$ cat config.mk
export PLATFORM = sky130hd
export DESIGN_NAME = osf_formatter
export DESIGN_NICKNAME = d
export VERILOG_FILES = /design/src/hw/osf_pkg.sv /design/src/hw/osf_sync2.sv /design/src/hw/osf_formatter.sv
export VERILOG_INCLUDE_DIRS = /design/src /design/src/hw
export SDC_FILE = /design/constraint.sdc
export NUM_CORES = 1
export LEC_CHECK = 0
export ABC_CLOCK_PERIOD_IN_PS = 2500
export BUFFER_PORTS_ARGS = -buffer_cell sky130_fd_sc_hd__buf_2
export CAP_MARGIN = 20
export CELL_PAD_IN_SITES_DETAIL_PLACEMENT = 1
export CELL_PAD_IN_SITES_GLOBAL_PLACEMENT = 2
export CORE_UTILIZATION = 34
export CTS_CLUSTER_SIZE = 10
export DETAILED_ROUTE_END_ITERATION = 6
export PLACE_DENSITY = 0.84
export SETUP_SLACK_MARGIN = 0.4
export SLEW_MARGIN = 10
export SYNTH_ARGS = -nofsm -noshare
export SYNTH_HDL_FRONTEND = slang
export SYNTH_SLANG_ARGS = --single-unit
$ cat constraint.sdc
create_clock -name clk -period 2.5 [get_ports clk]
set_input_delay 0.75 -clock clk [delete_from_list [all_inputs] [get_ports clk]]
set_output_delay 0.75 -clock clk [all_outputs]
set_load 0.02 [all_outputs]
$ cat src/hw/osf_defs.svh
// constants for the outgoing stream formatter
`ifndef OSF_DEFS_SVH
`define OSF_DEFS_SVH
`define OSF_PTR_OFFSET 10'h20a
`define OSF_NDF_NORMAL 4'h6
`define OSF_SS_BITS 2'h0
`define OSF_BYTE_ZERO 8'h00
`define OSF_NIB_ZERO 4'h0
`define OSF_CFG_WAIT 2'h3
`define OSF_CNT_ONE 2'h1
`endif

$ cat src/hw/osf_pkg.sv
// types shared by the outgoing stream formatter
package osf_pkg;
  typedef enum logic {
    OSF_UPPER,
    OSF_LOWER
  } osf_phase_e;
endpackage

$ cat src/hw/osf_sync2.sv
// two flip-flop synchroniser for one level
`timescale 1ns/1ps
module osf_sync2 (
  // clock and reset
  input wire logic clk,
  input wire logic rst_b,
  // level in and out
  input wire logic async,
  output logic synced
);
  logic stage;

  always_ff @(posedge clk or negedge rst_b) begin
    if (!rst_b) begin
      stage <= 1'b0;
      synced <= 1'b0;
    end else begin
      stage <= async;
      synced <= stage;
    end
  end
endmodule

$ cat src/hw/osf_formatter.sv
// outgoing stream formatter: byte or nibble bus with parity and tributary markers
//
// How it works
// - in byte mode serial bit 1 goes out on bus bit 7 and serial bit 8 on bus bit 0.
// - in nibble mode each byte leaves as upper then lower nibble on bus lines 3..0.
// - in nibble mode bus lines 7..4 are held low all the time.
// - in locked mode overhead bytes are zero except H1 and H2 carrying pointer 522.
// - the data bus updates on the byte clock in byte mode and the nibble clock in nibble mode.
// - a parity bit covers the bus, odd when the select input is high, even when low.
// - the parity bit updates on the same clock as the data bus.
// - the payload marker is high for every byte that carries tributary payload.
// - in locked mode the payload marker is low during transport overhead.
// - the V5 marker is high on each tributary V5 byte.
// - for a TU3 the V5 marker flags the TU3 J1 byte instead.
// - in locked mode the V5 marker is low during transport overhead.
// - both markers update with the data bus once per byte; in nibble mode only with the upper nibble.
// - in locked mode the container is aligned so that J1 directly follows C1.
`timescale 1ns/1ps
`include "osf_defs.svh"
module osf_formatter (
  // clock and reset
  input wire logic clk,
  input wire logic rst_b,
  // static configuration
  input wire logic out_width_select,
  input wire logic odd_parity_select,
  input wire logic lockedMode,
  input wire logic tu3Mode,
  // nibble clock pin
  input wire logic half_byte_clock,
  // byte stream from the payload side
  input wire logic [7:0] inByte,
  input wire logic inOverhead,
  input wire logic inH1,
  input wire logic inH2,
  input wire logic inC1,
  input wire logic inTribPayload,
  input wire logic inVfive,
  input wire logic inTu3J1,
  input wire logic payload_active_in,
  // outgoing stream
  output logic [7:0] out_data_bus,
  output logic out_parity_bit,
  output logic trib_payload_marker,
  output logic trib_vfive_marker,
  // pacing back to the payload side
  output logic byteTake,
  output logic lockJ1Slot,
  output logic byteMode
);
  logic nibClkSync;
  logic nibClkPrev;
  logic widthSync;
  logic cfgLoaded;
  logic [1:0] cfgCnt;
  osf_pkg::osf_phase_e phase;
  logic [3:0] heldLow;
  logic updated;

  osf_sync2 u_nib_sync (
    .clk(clk),
    .rst_b(rst_b),
    .async(half_byte_clock),
    .synced(nibClkSync)
  );

  osf_sync2 u_width_sync (
    .clk(clk),
    .rst_b(rst_b),
    .async(out_width_select),
    .synced(widthSync)
  );

  // width is strapped: capture once after the synchroniser has settled
  always_ff @(posedge clk or negedge rst_b) begin
    if (!rst_b) begin
      cfgCnt <= 2'h0;
      cfgLoaded <= 1'b0;
      byteMode <= 1'b1;
    end else if (!cfgLoaded) begin
      cfgCnt <= cfgCnt + `OSF_CNT_ONE;
      if (cfgCnt == `OSF_CFG_WAIT) begin
        cfgLoaded <= 1'b1;
        byteMode <= widthSync;
      end
    end
  end

  always_ff @(posedge clk or negedge rst_b) begin
    if (!rst_b) begin
      nibClkPrev <= 1'b0;
    end else begin
      nibClkPrev <= nibClkSync;
    end
  end

  // nothing leaves before the width is known, so a mode switch never tears a byte
  wire nibEdge = nibClkSync & ~nibClkPrev;
  wire update = cfgLoaded & (byteMode | nibEdge);
  wire takeNow = update & (byteMode | (phase == osf_pkg::OSF_UPPER));

  // locked overhead substitution; floating overhead passes through and the far end ignores it
  wire lockOh = lockedMode & inOverhead;
  wire [9:0] ptrVal = `OSF_PTR_OFFSET;
  wire [7:0] h1Byte = {`OSF_NDF_NORMAL, `OSF_SS_BITS, ptrVal[9:8]};
  wire [7:0] h2Byte = ptrVal[7:0];
  wire [7:0] ohByte = inH1 ? h1Byte : (inH2 ? h2Byte : `OSF_BYTE_ZERO);
  // payload_active_in is only meaningful for floating upstream framing; data comes pre-marked
  wire [7:0] selByte = lockOh ? ohByte : inByte;
  wire selTpl = inTribPayload & ~lockOh;
  wire selV5 = (tu3Mode ? inTu3J1 : inVfive) & ~lockOh;

  wire [7:0] upperBus = {`OSF_NIB_ZERO, selByte[7:4]};
  wire [7:0] lowerBus = {`OSF_NIB_ZERO, heldLow};
  wire [7:0] next_bus = byteMode ? selByte : ((phase == osf_pkg::OSF_UPPER) ? upperBus : lowerBus);
  wire next_parity = (^next_bus) ^ odd_parity_select;

  always_ff @(posedge clk or negedge rst_b) begin
    if (!rst_b) begin
      out_data_bus <= `OSF_BYTE_ZERO;
      out_parity_bit <= 1'b0;
    end else if (update) begin
      out_data_bus <= next_bus;
      out_parity_bit <= next_parity;
    end
  end

  // markers are per byte, so they hold across the lower nibble
  always_ff @(posedge clk or negedge rst_b) begin
    if (!rst_b) begin
      trib_payload_marker <= 1'b0;
      trib_vfive_marker <= 1'b0;
    end else if (takeNow) begin
      trib_payload_marker <= selTpl;
      trib_vfive_marker <= selV5;
    end
  end

  always_ff @(posedge clk or negedge rst_b) begin
    if (!rst_b) begin
      phase <= osf_pkg::OSF_UPPER;
      heldLow <= `OSF_NIB_ZERO;
    end else if (update && !byteMode) begin
      case (phase)
        osf_pkg::OSF_UPPER: begin
          heldLow <= selByte[3:0];
          phase <= osf_pkg::OSF_LOWER;
        end
        default: begin
          phase <= osf_pkg::OSF_UPPER;
        end
      endcase
    end
  end

  // the source advances one byte per take; a J1 slot follows a taken C1 in locked mode
  always_ff @(posedge clk or negedge rst_b) begin
    if (!rst_b) begin
      byteTake <= 1'b0;
      lockJ1Slot <= 1'b0;
      updated <= 1'b0;
    end else begin
      byteTake <= takeNow;
      lockJ1Slot <= takeNow & lockedMode & inC1;
      updated <= update;
    end
  end

  // bit order and nibble split
  a_byte_order: assert property (@(posedge clk) disable iff (!rst_b)
    (cfgLoaded && byteMode && !lockOh) |=> (out_data_bus == $past(inByte)))
    else $error("byte bus does not carry the source byte in bit order");

  a_nib_upper: assert property (@(posedge clk) disable iff (!rst_b)
    (takeNow && !byteMode && !lockOh) |=> (out_data_bus[3:0] == $past(inByte[7:4])))
    else $error("upper nibble not sent first");

  a_nib_keep: assert property (@(posedge clk) disable iff (!rst_b)
    (takeNow && !byteMode && !lockOh) |=> (heldLow == $past(inByte[3:0])))
    else $error("lower nibble not kept for the second half");

  a_nib_lower: assert property (@(posedge clk) disable iff (!rst_b)
    (update && !byteMode && (phase == osf_pkg::OSF_LOWER)) |=>
    (out_data_bus == {`OSF_NIB_ZERO, $past(heldLow)}))
    else $error("lower nibble not sent second");

  a_nib_phase: assert property (@(posedge clk) disable iff (!rst_b)
    (update && !byteMode) |=> (phase != $past(phase)))
    else $error("nibble halves do not alternate");

  a_nib_high_low: assert property (@(posedge clk) disable iff (!rst_b)
    (cfgLoaded && !byteMode) |-> (out_data_bus[7:4] == `OSF_NIB_ZERO))
    else $error("upper bus lines not low in nibble mode");

  // locked overhead substitution
  a_lock_zero: assert property (@(posedge clk) disable iff (!rst_b)
    (cfgLoaded && byteMode && lockOh && !inH1 && !inH2) |=> (out_data_bus == `OSF_BYTE_ZERO))
    else $error("locked overhead byte not zero");

  a_lock_nib_zero: assert property (@(posedge clk) disable iff (!rst_b)
    (takeNow && !byteMode && lockOh && !inH1 && !inH2) |=> (out_data_bus == `OSF_BYTE_ZERO))
    else $error("locked overhead nibble not zero");

  a_lock_ptr: assert property (@(posedge clk) disable iff (!rst_b)
    (cfgLoaded && byteMode && lockOh && inH1) ##1 (lockOh && inH2) |->
    (out_data_bus[1:0] == 2'h2) ##1 (out_data_bus == 8'h0a))
    else $error("locked pointer is not 522");

  a_lock_h1: assert property (@(posedge clk) disable iff (!rst_b)
    (takeNow && byteMode && lockOh && inH1) |=>
    (out_data_bus == {`OSF_NDF_NORMAL, `OSF_SS_BITS, 2'h2}))
    else $error("locked H1 byte does not carry the pointer");

  a_lock_h2: assert property (@(posedge clk) disable iff (!rst_b)
    (takeNow && byteMode && lockOh && inH2 && !inH1) |=> (out_data_bus == 8'h0a))
    else $error("locked H2 byte does not carry the pointer");

  a_lock_nib_ptr: assert property (@(posedge clk) disable iff (!rst_b)
    (takeNow && !byteMode && lockOh && inH1) |=> (out_data_bus[3:0] == `OSF_NDF_NORMAL))
    else $error("locked H1 upper nibble wrong");

  // update timing
  a_hold_between: assert property (@(posedge clk) disable iff (!rst_b)
    (cfgLoaded && !byteMode && !nibEdge) |=>
    ($stable(out_data_bus) && $stable(out_parity_bit) && $stable(trib_vfive_marker)))
    else $error("outputs moved without a nibble clock edge");

  a_byte_every: assert property (@(posedge clk) disable iff (!rst_b)
    (cfgLoaded && byteMode) |=> byteTake)
    else $error("byte mode skipped a byte");

  a_idle_before: assert property (@(posedge clk) disable iff (!rst_b)
    !cfgLoaded |=> (!byteTake && (out_data_bus == `OSF_BYTE_ZERO)))
    else $error("stream moved before the width was captured");

  // parity
  a_parity_bus: assert property (@(posedge clk) disable iff (!rst_b)
    updated |-> (out_parity_bit == ((^out_data_bus) ^ $past(odd_parity_select))))
    else $error("parity does not match bus and select");

  // markers
  a_payload_mark: assert property (@(posedge clk) disable iff (!rst_b)
    (cfgLoaded && byteMode) |=> (trib_payload_marker == $past(inTribPayload & ~lockOh)))
    else $error("payload marker wrong");

  a_nib_payload: assert property (@(posedge clk) disable iff (!rst_b)
    (takeNow && !byteMode) |=> (trib_payload_marker == $past(inTribPayload & ~lockOh)))
    else $error("payload marker wrong in nibble mode");

  a_lock_markers: assert property (@(posedge clk) disable iff (!rst_b)
    (takeNow && lockOh) |=> (!trib_payload_marker && !trib_vfive_marker))
    else $error("marker high in locked overhead");

  a_tu3_j1: assert property (@(posedge clk) disable iff (!rst_b)
    (takeNow && tu3Mode && !lockOh) |=> (trib_vfive_marker == $past(inTu3J1)))
    else $error("TU3 J1 not flagged on the V5 marker");

  a_vfive_mark: assert property (@(posedge clk) disable iff (!rst_b)
    (takeNow && !tu3Mode && !lockOh) |=> (trib_vfive_marker == $past(inVfive)))
    else $error("V5 marker wrong");

  a_marks_hold: assert property (@(posedge clk) disable iff (!rst_b)
    (cfgLoaded && !takeNow) |=> ($stable(trib_payload_marker) && $stable(trib_vfive_marker)))
    else $error("markers moved on the lower nibble");

  // alignment and configuration
  a_j1_slot: assert property (@(posedge clk) disable iff (!rst_b)
    (takeNow && lockedMode && inC1) |=> lockJ1Slot ##1 !lockJ1Slot)
    else $error("J1 slot not flagged once after C1");

  a_slot_float: assert property (@(posedge clk) disable iff (!rst_b)
    !lockedMode |=> !lockJ1Slot)
    else $error("J1 slot flagged outside locked mode");

  a_width_static: assert property (@(posedge clk) disable iff (!rst_b)
    cfgLoaded |=> ($stable(byteMode) && cfgLoaded))
    else $error("width mode changed after capture");
endmodule

==> results of run 1 <==
layout make-up:
class / count / area share (%)
clock inverters: 1 / 0.5623
multi-input cells: 84 / 36.79
repair buffers: 36 / 11.73
well taps: 48 / 3.855
inverters: 4 / 0.9639
clock buffers: 3 / 2.651
flip-flops and latches: 27 / 43.45
timing repair:
item                                    CTS  global route
endpoints found under the setup margin    0             1
gates resized for setup                   0             3
setup buffers                             0             0
hold buffers                              0             0
hold endpoints to repair                  0             0
placed cells by master (no fill, tap or decap), types with 2 or more instances in the layout:
master    count
dfrtp_1      26
xor2_1        2
buf_2        35
a22o_1        2
nand4_1       2
xnor2_1       5
nand2_1      19
a21o_1        2
o21ai_0      12
mux2_2        3
inv_1         3
clkbuf_8      3
a21oi_1       3
and2_1        2
nor2_1        7
o21ai_1       2
a21oi_2       4
through the flow:
step	hold slack (ns)	util, %	total power [mW]	worst slack [ns]	cells
after floorplan	0.3312	-	0.6972	0.5465	119
after global placement	0.3336	40.77	0.7779	0.2190	199
final	0.3604	42.55	1.048	0.4955	203
after global routing	0.3779	42.55	1.114	0.4160	203
after detailed placement	0.3363	40.77	0.7877	0.2031	199
after CTS	0.3611	42.14	1.061	0.4990	203
worst max path at each step:
stage | to | slack [ns] | cells past startpoint
after floorplan | out_parity_bit | 0.55 | 7
after global placement | out_parity_bit | 0.22 | 8
after detailed placement | out_parity_bit | 0.20 | 8
after CTS | byteMode | 0.50 | 1
after global routing | lockJ1Slot | 0.42 | 5
final | byteMode | 0.50 | 1
state kept, by name, summed over array words and instances, names as in the netlist:
register,cells
trib_vfive_marker,1
phase,1
u_width_sync.synced,1
out_parity_bit,1
nibClkPrev,1
u_width_sync.stage,1
trib_payload_marker,1
byteMode,1
lockJ1Slot,1
out_data_bus,8
byteTake,1
heldLow,4
cfgLoaded,1
u_nib_sync.stage,1
cfgCnt,2
u_nib_sync.synced,1
layer usage:
layer / GRT usage, % / up-vias
met3: 3.986 / 3
met1: 21.32 / 481
met5: 0 / -
met2: 27.26 / 32
li1: - / 480
met4: 5.114 / 0
where the power goes:
| group | internal [mW] | leakage (nW) | total [mW] | switching (mW) |
|---|---|---|---|---|
| Clock | 0.118 | 0.0261 | 0.270 | 0.152 |
| Sequential | 0.490 | 0.330 | 0.521 | 0.0311 |
| Combinational | 0.107 | 0.412 | 0.257 | 0.150 |
| Total | 0.714 | 0.768 | 1.05 | 0.334 |
cells by family (layout without fill, tap and decap cells):
family	after synthesis	count (layout)	share of synthesized area, %
compound gates	34	34	18.91
xor+xnor	8	8	6.499
fa+ha+maj	1	1	0.9698
buf+inv	8	44	4.267
flops	27	27	52.47
mux	3	3	2.619
simple gates	38	38	14.26
==> run summary, run 1 <==
The startpoint kind of the worst setup timing path was a register. The worst register-to-register path ends at lockJ1Slot. The global-route wire length before repair was 5023 um.

After routing, the total negative slack on setup checks comes to 0 ns. Summing all placed instances gives a cell area of 0.001493 mm2. The number of unique standard cell types used by synthesis came out at 39. The total count of hold-check failures in the final report is 0, and the later-pin clock latency in the skew report is 0.29 ns.

The flip-flop and latch count after synthesis was 27; the core box area was 0.003661 mm2. The tools report the final standard cell area without fillers as 0.001558 mm2. Summed over all nets, wire length on met2 after detailed routing comes to 1415 um. Initial antenna violation count: 0. Setup repair after global routing left no endpoint under its margin.

The longest clock path from root to sink contains 2 buffers. The logs give 0.53 ns for the flop-to-flop setup slack and 0 for the count of unresolved DRC violations after routing. The flow ran to the end, and the final reports show no timing, DRC or antenna violations. The global-route total usage across every layer is 16.58%. At the end of the flow, the number of nets in the layout was 180. STA puts the critical path data required time at 1.75 ns.

The detail route stage leaves a number of antenna-violating nets equal to 0. Subtracting the final worst setup slack from the clock period gives 2.004 ns. Maximum net fanout on the critical path: 14.

The logs give 0.004044 mm2 for the full die area and 52.47% for the share of the yosys chip area belonging to registers. The routed design has 2978 um of wire. CTS saw 27 sinks.

Data on the critical path arrives at its endpoint at 1.25 ns. The initial DRC count was 11; the overall via count from detail_route was 996. Fill cells in the final layout number 440. Across the routed clock network, the largest skew measured is 0.009953 ns.

The power density normalized to cell area was 672.8 mW/mm2. The library cell with the largest summed area after synthesis was dfrtp_1. The number of flops mapped to enable cells by yosys works out to 0.

Max-cap violations in this run came to 0. VDD sags by at most 0.2229 mV. The area growth from synthesis to layout is 20.76%. For the pin with the worst max-slew slack, the measured transition is 1.100 ns.

Grouping stages by cell kind, the critical path spends the most delay in flip-flops. The worst register-to-register path begins at u_nib_sync.synced. The register clock-pin slew on the reported worst setup and hold paths is 0.10 ns. The min-delay analysis places its worst path in the category reg -> reg. The area occupied by multi-input gates was 573.1 um2; the fraction of layout cells with a size suffix above 1 was 37.42%. The worst hold path cell count is 0, and the via count normalized by instance count is 4.906. Static timing analysis puts the maximum clock frequency at 0.4989 GHz. The routed length on met3 was 146 um; the longest individual stage delay on the worst path was 0.74 ns.

The average wire length per cell after detail routing works out to 14.67 um. The deepest level of the CTS H-tree is 1, and the die extent in x is 63.60 um. The area share of the leading cell type in the synthesized netlist is 50.44%.

The highest layer touched by signal routing is met4. Traced cell by cell, the critical path runs through buf_2. The worst-path cell with the longest stage delay is dfstp_2. The run gives 37 as the number of placed I/O pins. The number of cell instances on the worst register-to-register path is 5, and the total half-perimeter wirelength after legalization and detailed placement is 2265 um. In this run the tightest slew margin relative to its limit is 26.15%. The worst setup path is captured at an output pin.

Among all flip-flop cells after synthesis, the most frequent one is dfrtp_1. By count the netlist is led by 26 x dfrtp_1, 19 x nand2_1, 12 x o21ai_0, 7 x nor2_1, 5 x xnor2_1. The count of final setup violators is 0, and the number of nets in the synthesized netlist is 143. The Yosys warning count is 0, and the count of buffers inserted at the top-level ports is 35. The tools report the post-synthesis instance area as 0.001290 mm2.

Most frequent cell after synthesis: dfrtp_1. The synthesized instance count was 119. 0 antenna diodes ended up in the layout. The tools report the master cell of the clock root buffer as clkbuf_8. The final period utilization works out to 80.18%. TritonCTS built the clock tree. The CTS buffer count was 3. Start-to-end type of the worst setup path: reg -> out. The initial utilization of the core area, before any placement, comes to 35.24%. For this run, asynchronously set or reset flops after synthesis account for 100.0%.

The worst hold path begins at u_nib_sync.stage. For the via count of the first global-routing pass, the log shows 1,053. Summed over all cells, the static leakage comes to 0.7679 nW. The final number of max-transition violations is 0, and the area of all sequential standard cells is 676.9 um2. In this run the worst setup path begins at byteMode. Entering global routing, the biggest net connects 28 pins. The aggregate global routing overflow was 0; the number of rows created at floorplan was 22.

The worst path buffer plus inverter count works out to 1. A synthesized cell averages 10.84 um2. For hold timing, the worst endpoint is u_nib_sync.synced.

Ranked by total cell area, the synthesized netlist is headed by dfrtp_1 50%, nand2_1 5.5%, o21ai_0 4.7%, xnor2_1 3.4%, mux2_2 2.6%. For the total iterations of the first detailed-routing run, the log shows 4. For the global placement routability congestion, the log shows 0.7672.

The die is 63.60 um tall. For the met1 routed wirelength after detailed routing, the log shows 1380 um.
(Power assumes the default switching activity.)
==> run 2: changes to the inputs <==
--- a/config.mk
+++ b/config.mk
@@ -6,15 +6,16 @@
 export SDC_FILE = /design/constraint.sdc
 export NUM_CORES = 1
 export LEC_CHECK = 0
-export ABC_CLOCK_PERIOD_IN_PS = 2500
+export ABC_AREA = 1
+export ABC_CLOCK_PERIOD_IN_PS = 2000
 export BUFFER_PORTS_ARGS = -buffer_cell sky130_fd_sc_hd__buf_2
 export CAP_MARGIN = 20
 export CELL_PAD_IN_SITES_DETAIL_PLACEMENT = 1
 export CELL_PAD_IN_SITES_GLOBAL_PLACEMENT = 2
-export CORE_UTILIZATION = 34
+export CORE_UTILIZATION = 29
 export CTS_CLUSTER_SIZE = 10
 export DETAILED_ROUTE_END_ITERATION = 6
-export PLACE_DENSITY = 0.84
+export PLACE_DENSITY = 0.79
 export SETUP_SLACK_MARGIN = 0.4
 export SLEW_MARGIN = 10
 export SYNTH_ARGS = -nofsm -noshare
==> constraint.sdc (replaced) <==
create_clock -name clk -period 2 [get_ports clk]
set_input_delay 0.6 -clock clk [delete_from_list [all_inputs] [get_ports clk]]
set_output_delay 0.6 -clock clk [all_outputs]
set_load 0.02 [all_outputs]
==> run summary, run 2 <==
The total count of hold-check failures in the final report came out at 0. The number of cell instances on the worst register-to-register path is 12, and the aggregate global routing overflow is 0. The checks that failed: DRC. The internal power of the cells totals 914.6 uW. The deepest level of the CTS H-tree was 1; the CTS buffer count was 3. For this run, global-route usage on met2 was measured as 29.59%.

After the last flow step, the layout net total stands at 249. The clock skew after layout was 0.005151 ns; the global-route wire length before repair was 6065 um. Global-route total usage across every layer: 15.79%. In this run the power density over the cells is 784.8 mW/mm2.

The commonest cells after synthesis are 68 x nand2_1, 26 x dfrtp_1, 22 x nand3_1, 16 x inv_1, 12 x nor2_1. The tools report the final number of max-transition violations as 0. The starting density of the core came out at 30.84%. For the number of fillers in the final layout, the log shows 557.

OpenSTA, run right after detailed placement, puts the worst setup slack at 0.007254 ns. The flip-flop count of the largest register after layout is 8, and the register clock-pin slew on the reported worst setup and hold paths is 0.10 ns. The number of nets in the synthesized netlist was 200.

TritonCTS built the clock tree. The share of the Yosys chip area taken by registers is 49.05%. Sequential cells account for 47.1% of the total power. Among all flip-flop cells after synthesis, the most frequent one is dfrtp_1. The run gives 0.8691 as the global placement routability congestion.

The clock reaches the later pin of the worst-skew pair after 0.28 ns. Overall via count from detail_route: 1,293. The run gives 0 as the hold buffer count at cts.

Register ranked first by flip-flop count: out_data_bus. Global routing used 18.34% of the available met1 tracks. After detailed routing, the average wire length per cell comes to 13.47 um. The largest registers in the layout are out_data_bus x8, heldLow x4, cfgCnt x2.

The min-delay analysis places its worst path in the category in -> async. The flow ran to the end, but the final reports show violations. The post-synthesis instance area is 0.001380 mm2, and the number of flops mapped to enable cells by yosys is 0.

Measured along the y axis, the die boundary spans 70.99 um. Setup repair after global routing could not meet its margin everywhere. For the initial antenna violation count, the log shows 0.

Leaving out fill and tap cells, the most frequent cells in the layout are 62 x nand2_1, 34 x buf_2, 26 x dfrtp_1. In the synthesized netlist, the number of instances is 176. The met3 track demand over resource in global routing is 2.707%. The worst register-to-register path ends at out_parity_bit. The tools report the CTS sink count as 27. By startpoint and endpoint, the worst setup path is classified as reg -> out. The logs give 2760 um for the total half-perimeter wirelength after legalization and detailed placement and 0.37 ns for the flop-to-flop setup slack. The tools report the portion of total power attributed to the clock network as 23.7%. The area of all sequential standard cells was 676.9 um2. For the arrival time of data at the critical path endpoint, the log shows 1.08 ns. The total net switching power came out at 488.7 uW. The highest-utilization routing layer at the global route stage is met2. For the via count of the first global-routing pass, the log shows 1,343. The root buffer cell chosen for the clock tree is clkbuf_8. The startpoint kind of the worst setup timing path was a register. nand2_1 is the most common cell in the netlist. Sorting the synthesized cells by area gives the leading types as dfrtp_1 47%, nand2_1 18%, nand3_1 8.0%, inv_1 4.4%, nor2_1 3.3%. The number of placed I/O pins was 37. In this run the critical register-to-register path is launched from byteMode. In the post-route analysis, the smallest setup slack over all paths is 0.3208 ns. Entering global routing, the biggest net connects 28 pins.

The full die area is 0.005039 mm2, and the total iterations of the first detailed-routing run is 7. 0 antenna diodes ended up in the layout. In this run the tightest slew margin relative to its limit is 57.86%.

Setup violations remaining at the end of the flow were counted as 0. The number of routed nets with antenna violations is 0, and the logic gate share of total power is 29.2%. The die extent in x is 70.99 um. The multi-input combinational cells in the finished layout cover a total of 628.1 um2.

Area share of the leading cell type in the synthesized netlist: 47.14%. Of the cells placed in the final design, the portion with a size suffix greater than 1 is 33.93%. The final layout contains routed wiring with a total length of 3718 um. For the worst supply voltage drop on vdd, the log shows 0.3513 mV.

The via count normalized by instance count came out at 4.685. Compared with the post-synthesis result, the final layout area differs by 29.56%. At the worst endpoint, the required time is 1.40 ns. Hold is met by 0.3247 ns. For the number of rows created at floorplan, the log shows 24. The completed layout was analyzed and its total power is 1.403 mW.

The most common cell after layout, fill and taps aside is nand2_1. The highest clock frequency the design can meet was 0.5955 GHz; the share of async-settable or async-resettable flops after synthesis was 100.0%. Critical path capture point type: an output pin. Max-cap violations in this run came to 0. dfrtp_1 takes more of the synthesized area than any other cell. The average footprint of a synthesized cell is 7.841 um2, and the maximum clock path buffer count is 2.

At the pin with the least slew margin, the transition time is 0.6322 ns. Summed over all cells, the static leakage comes to 0.9895 nW. The synthesized netlist contains 20 unique library cells.

After routing, the total negative slack on setup checks comes to 0 ns. Port buffering added 35 buffers. After synthesis the netlist holds a flip-flop and latch count of 27. After layout, the minimum clock period comes to 1.679 ns. Of the available clock period, the critical path in the final layout requires 83.96%. The initial DRC count came out at 35. For this run, design rule violations remaining after detail routing come to 3. The maximum net fanout on the critical path came out at 7. The core box area is 0.004474 mm2, and the switching share of power is 34.83%. For the Yosys warning count, the log shows 0.
run 2: what timing repair did:
item	CTS	global route
gates resized for setup	13	8
endpoints found under the setup margin	8	7
buffers inserted	5	4
pin swaps	3	2
run 2: metrics by stage:
stage / util [%] / instance area (um2) / instances
global placement: 35.96 / 1609 / 263
global route: 39.96 / 1788 / 276
finish: 39.96 / 1788 / 276
floorplan: - / 1380 / 176
detailed placement: 35.96 / 1609 / 263
CTS: 38.87 / 1739 / 272
run 2: cell families after synthesis:
kind of cell    synth area share [%]
compound gates                 6.256
xor+xnor                      0.6347
fa+ha+maj                     0.9065
buf+inv                        8.160
flops                          49.05
simple gates                   35.00
run 2: how the worst max path moves through the flow:
stage / startpoint / to / slack [ns]
finish: byteMode / byteMode / 0.32
global route: byteMode / out_parity_bit / 0.26
CTS: byteMode / byteMode / 0.31
detailed placement: inOverhead / out_parity_bit / 0.007
global placement: inOverhead / out_parity_bit / 0.1
floorplan: lockedMode / out_parity_bit / 0.42
run 2: power by group through the flow:
| stage | registers, mW | clock network, mW | logic (mW) |
|---|---|---|---|
| after floorplan | 0.720 | 0 | 0.193 |
| after global placement | 0.668 | 0 | 0.358 |
| after detailed placement | 0.672 | 0 | 0.371 |
| after CTS | 0.663 | 0.345 | 0.394 |
| after global routing | 0.672 | 0.366 | 0.457 |
| final | 0.662 | 0.333 | 0.409 |
run 2: area by class of cell:
cell class / instances / share of cell area (%)
Multi-Input combinational cell: 125 / 35.13
Clock inverter: 1 / 0.4199
Inverter: 21 / 4.829
Tap cell: 52 / 3.639
Sequential cell: 27 / 37.86
Clock buffer: 3 / 2.309
Timing Repair Buffer: 47 / 15.82
run 2: layer usage:
layer  part of all wire [%]  vias to the layer above
li1                       -                      645
met1                     42                      619
met2                     54                       25
met3                    3.4                        4
met4                    1.0                        0
met5                      0                        -
run 2: critical path: stages, from the launching register on:
cell and delay [ns]:
dfstp_2 0.56, buf_8 0.12, buf_6 0.11
==> run 3: changes to the inputs <==
--- a/config.mk
+++ b/config.mk
@@ -6,16 +6,16 @@
 export SDC_FILE = /design/constraint.sdc
 export NUM_CORES = 1
 export LEC_CHECK = 0
-export ABC_AREA = 1
-export ABC_CLOCK_PERIOD_IN_PS = 2000
+export ABC_AREA = 0
+export ABC_CLOCK_PERIOD_IN_PS = 1600
 export BUFFER_PORTS_ARGS = -buffer_cell sky130_fd_sc_hd__buf_2
 export CAP_MARGIN = 20
 export CELL_PAD_IN_SITES_DETAIL_PLACEMENT = 1
 export CELL_PAD_IN_SITES_GLOBAL_PLACEMENT = 2
-export CORE_UTILIZATION = 29
+export CORE_UTILIZATION = 31
 export CTS_CLUSTER_SIZE = 10
 export DETAILED_ROUTE_END_ITERATION = 6
-export PLACE_DENSITY = 0.79
+export PLACE_DENSITY = 0.78
 export SETUP_SLACK_MARGIN = 0.4
 export SLEW_MARGIN = 10
 export SYNTH_ARGS = -nofsm -noshare
==> constraint.sdc (replaced) <==
create_clock -name clk -period 1.6 [get_ports clk]
set_input_delay 0.48 -clock clk [delete_from_list [all_inputs] [get_ports clk]]
set_output_delay 0.48 -clock clk [all_outputs]
set_load 0.02 [all_outputs]
==> run summary, run 3 (synthesis gave the netlist of run 1 again) <==
The number of fillers in the final layout was 423. The fraction of layout cells with a size suffix above 1 is 66.84%, and the flip-flop count of the largest register after layout is 8. The tools report the antenna diode instance count as 0. The initial antenna violation count was 0; the CTS sink count was 27.

The most common cell after layout, fill and taps aside was buf_4. The final wirelength is 4313 um. STA puts the critical path data arrival time at 1.85 ns. In the final layout, the registers with the most flip-flops are out_data_bus x8, heldLow x4, cfgCnt x2. The floorplan has 23 rows.

The register clock-pin slew on the reported worst setup and hold paths was 0.09 ns. The internal cell power is 1.357 mW, and the worst slew slack as a fraction of its limit is 58.96%. For this run, the top clock speed supported by timing is 0.6006 GHz.

After detailed routing, the number of remaining DRC violations is 0. The flow ran to the end, but the final reports show violations. The slack of the critical path is -0.06506 ns, and the portion of total power attributed to the clock network is 20.4%.

The first global-routing pass estimated 6299 um of wire. STA classifies the critical path endpoint as a register. TritonCTS created 3 clock buffers.

VDD sags by at most 0.4103 mV. The first detailed-routing pass ran for 4 iterations. The tool flagged a number of max-cap violations equal to 0. The vertical extent of the die is 66.51 um, and the logic gate share of total power is 38.2%. The worst endpoint required time was 1.78 ns; the final number of max-transition violations was 0. The global-route total usage across every layer was 19.80%. TritonCTS built the clock tree. Per report_power, the sequential group accounts for 41.4% of the total.

The power density normalized to cell area was 905.8 mW/mm2. In the layout the commonest cells are 28 x buf_4, 27 x buf_6, 26 x dfrtp_1. The pre-CTS worst setup slack came out at -0.3212 ns. After legalization and detailed placement, the total HPWL measured 2632 um. 37 I/O pins were placed. For this run, the number of standard cells in the final layout without fillers is 246.

The analysis attributes to cell leakage a power of 1.060 nW. The number of placed instances, taps included, is 223. Setup repair after global routing could not meet its margin everywhere. Dividing the detail-routed via count by the number of cells gives 5.020. In this run the horizontal extent of the chip is 66.51 um. At the later pin of the worst-skew pair, clock insertion delay measures 0.28 ns. The tree is rooted in a clkbuf_8. The run gives 0 as the total count of hold-check failures in the final report.

The core box area is 0.004000 mm2, and the number of nets in the layout is 221. The critical path in this run is classified as reg -> reg. Ranked by flip-flop count, first place goes to out_data_bus. The final reports fail on setup timing. The analysis attributes to net switching a power of 649.0 uW. The number of routed nets with antenna violations came out at 0.

The count of final setup violators was 2; the actual transition at the worst max-transition pin was 0.6157 ns. In this run the worst hold path is classified as in -> async. The overall via count from detail_route is 1,235, and the area occupied by multi-input gates is 753.2 um2. STA classifies the critical path startpoint as a register. Clock skew after layout: 0.002135 ns.

The run gives 0.7942 as the global placement routability congestion. The count of buffers added on input and output ports is 35. The initial DRC count is 39, and the final critical-path required period is 1.665 ns.

Entering global routing, the biggest net connects 28 pins. The via count of the first global-routing pass was 1,266. In the final routed layout, each cell accounts on average for 17.53 um. Switching share of power: 32.35%. Final total power: 2.006 mW.

The tools report the maximum clock path buffer count as 2. For this configuration, the core starts out at a cell density of 32.25%. Area growth from synthesis to final layout: 71.68%. In this run the worst path has a maximum fanout of 4.

The run gives 0.004423 mm2 as the full die area. After routing, the total negative slack on setup checks comes to -0.09362 ns. In the finished design, the share of the clock period the worst path needs comes to 104.1%. The aggregate global routing overflow came out at 0.

Summing all flip-flop and latch instances after layout gives 676.9 um2. The deepest level of the CTS H-tree is 1.
[run 3: cell types whose count changed in the layout (fill, tap and decap cells not counted), sizes merged, moves of 3 or more]
cell   before  now
a21oi       3    7
buf        47   77
inv        20    3
mux2        0    3
nand2      69   20
nand3      23    0
nor2       15    7
o21ai       8   14
xnor2       1    5
[run 3: worst paths after layout]
check,from,cells after the start,slack (ns),endpoint
max in group asynchronous,rst_b,1,1.00,out_data_bus[3]
min in group clk,out_width_select,1,0.29,u_width_sync.stage
max reg2reg,phase,7,-0.07,out_parity_bit
min reg2reg,u_nib_sync.stage,0,0.36,u_nib_sync.synced
min,rst_b,1,0.19,out_data_bus[5]
max,phase,7,-0.07,out_parity_bit
[run 3: what timing repair did]
action,in CTS,in global routing
setup buffers,13,5
gates resized for setup,61,40
hold buffers,0,0
pin swaps,14,12
gates cloned,0,1
hold endpoints to repair,0,0
setup endpoints to repair,32,33
[run 3: stage by stage]
stage               util [%]  cell area, um2  hold slack, ns
floorplan                  -            1309          0.1844
global placement       41.98            1679          0.3323
detailed placement     41.98            1679          0.3419
CTS                    50.77            2031          0.2240
global route           55.36            2215          0.2371
finish                 55.36            2215          0.1924
[run 3: cell type report]
type	count	area share, %
multi-input cells	84	34.01
clock buffers	4	2.034
flip-flops and latches	27	30.57
inverters	4	1.243
repair buffers	77	29.32
well taps	50	2.825
[run 3: critical path, stage by stage, from the launching register on]
cell      delay (ns)
dfrtp_1         0.44
and2_4          0.18
a311oi_4        0.35
a21oi_2         0.06
o211a_1         0.14
xnor3_1         0.19
xnor2_1         0.14
o21ai_1         0.07
[run 3: per-layer routing]
layer / track usage, % / wire [um] / share of wire [%] / vias up
met3: 3.253 / 139 / 3.2 / 11
met4: 7.181 / 133 / 3.1 / 0
li1: - / - / - / 566
met2: 36.35 / 2249 / 52 / 33
met5: 0 / 0 / 0 / -
met1: 22.88 / 1790 / 42 / 625
[run 3: power by group through the flow]
stage | Sequential, mW | Combinational [mW] | Clock (mW)
floorplan | 0.881 | 0.214 | 0
global placement | 0.818 | 0.463 | 0
detailed placement | 0.827 | 0.479 | 0
CTS | 0.823 | 0.667 | 0.406
global route | 0.839 | 0.821 | 0.443
finish | 0.831 | 0.765 | 0.410
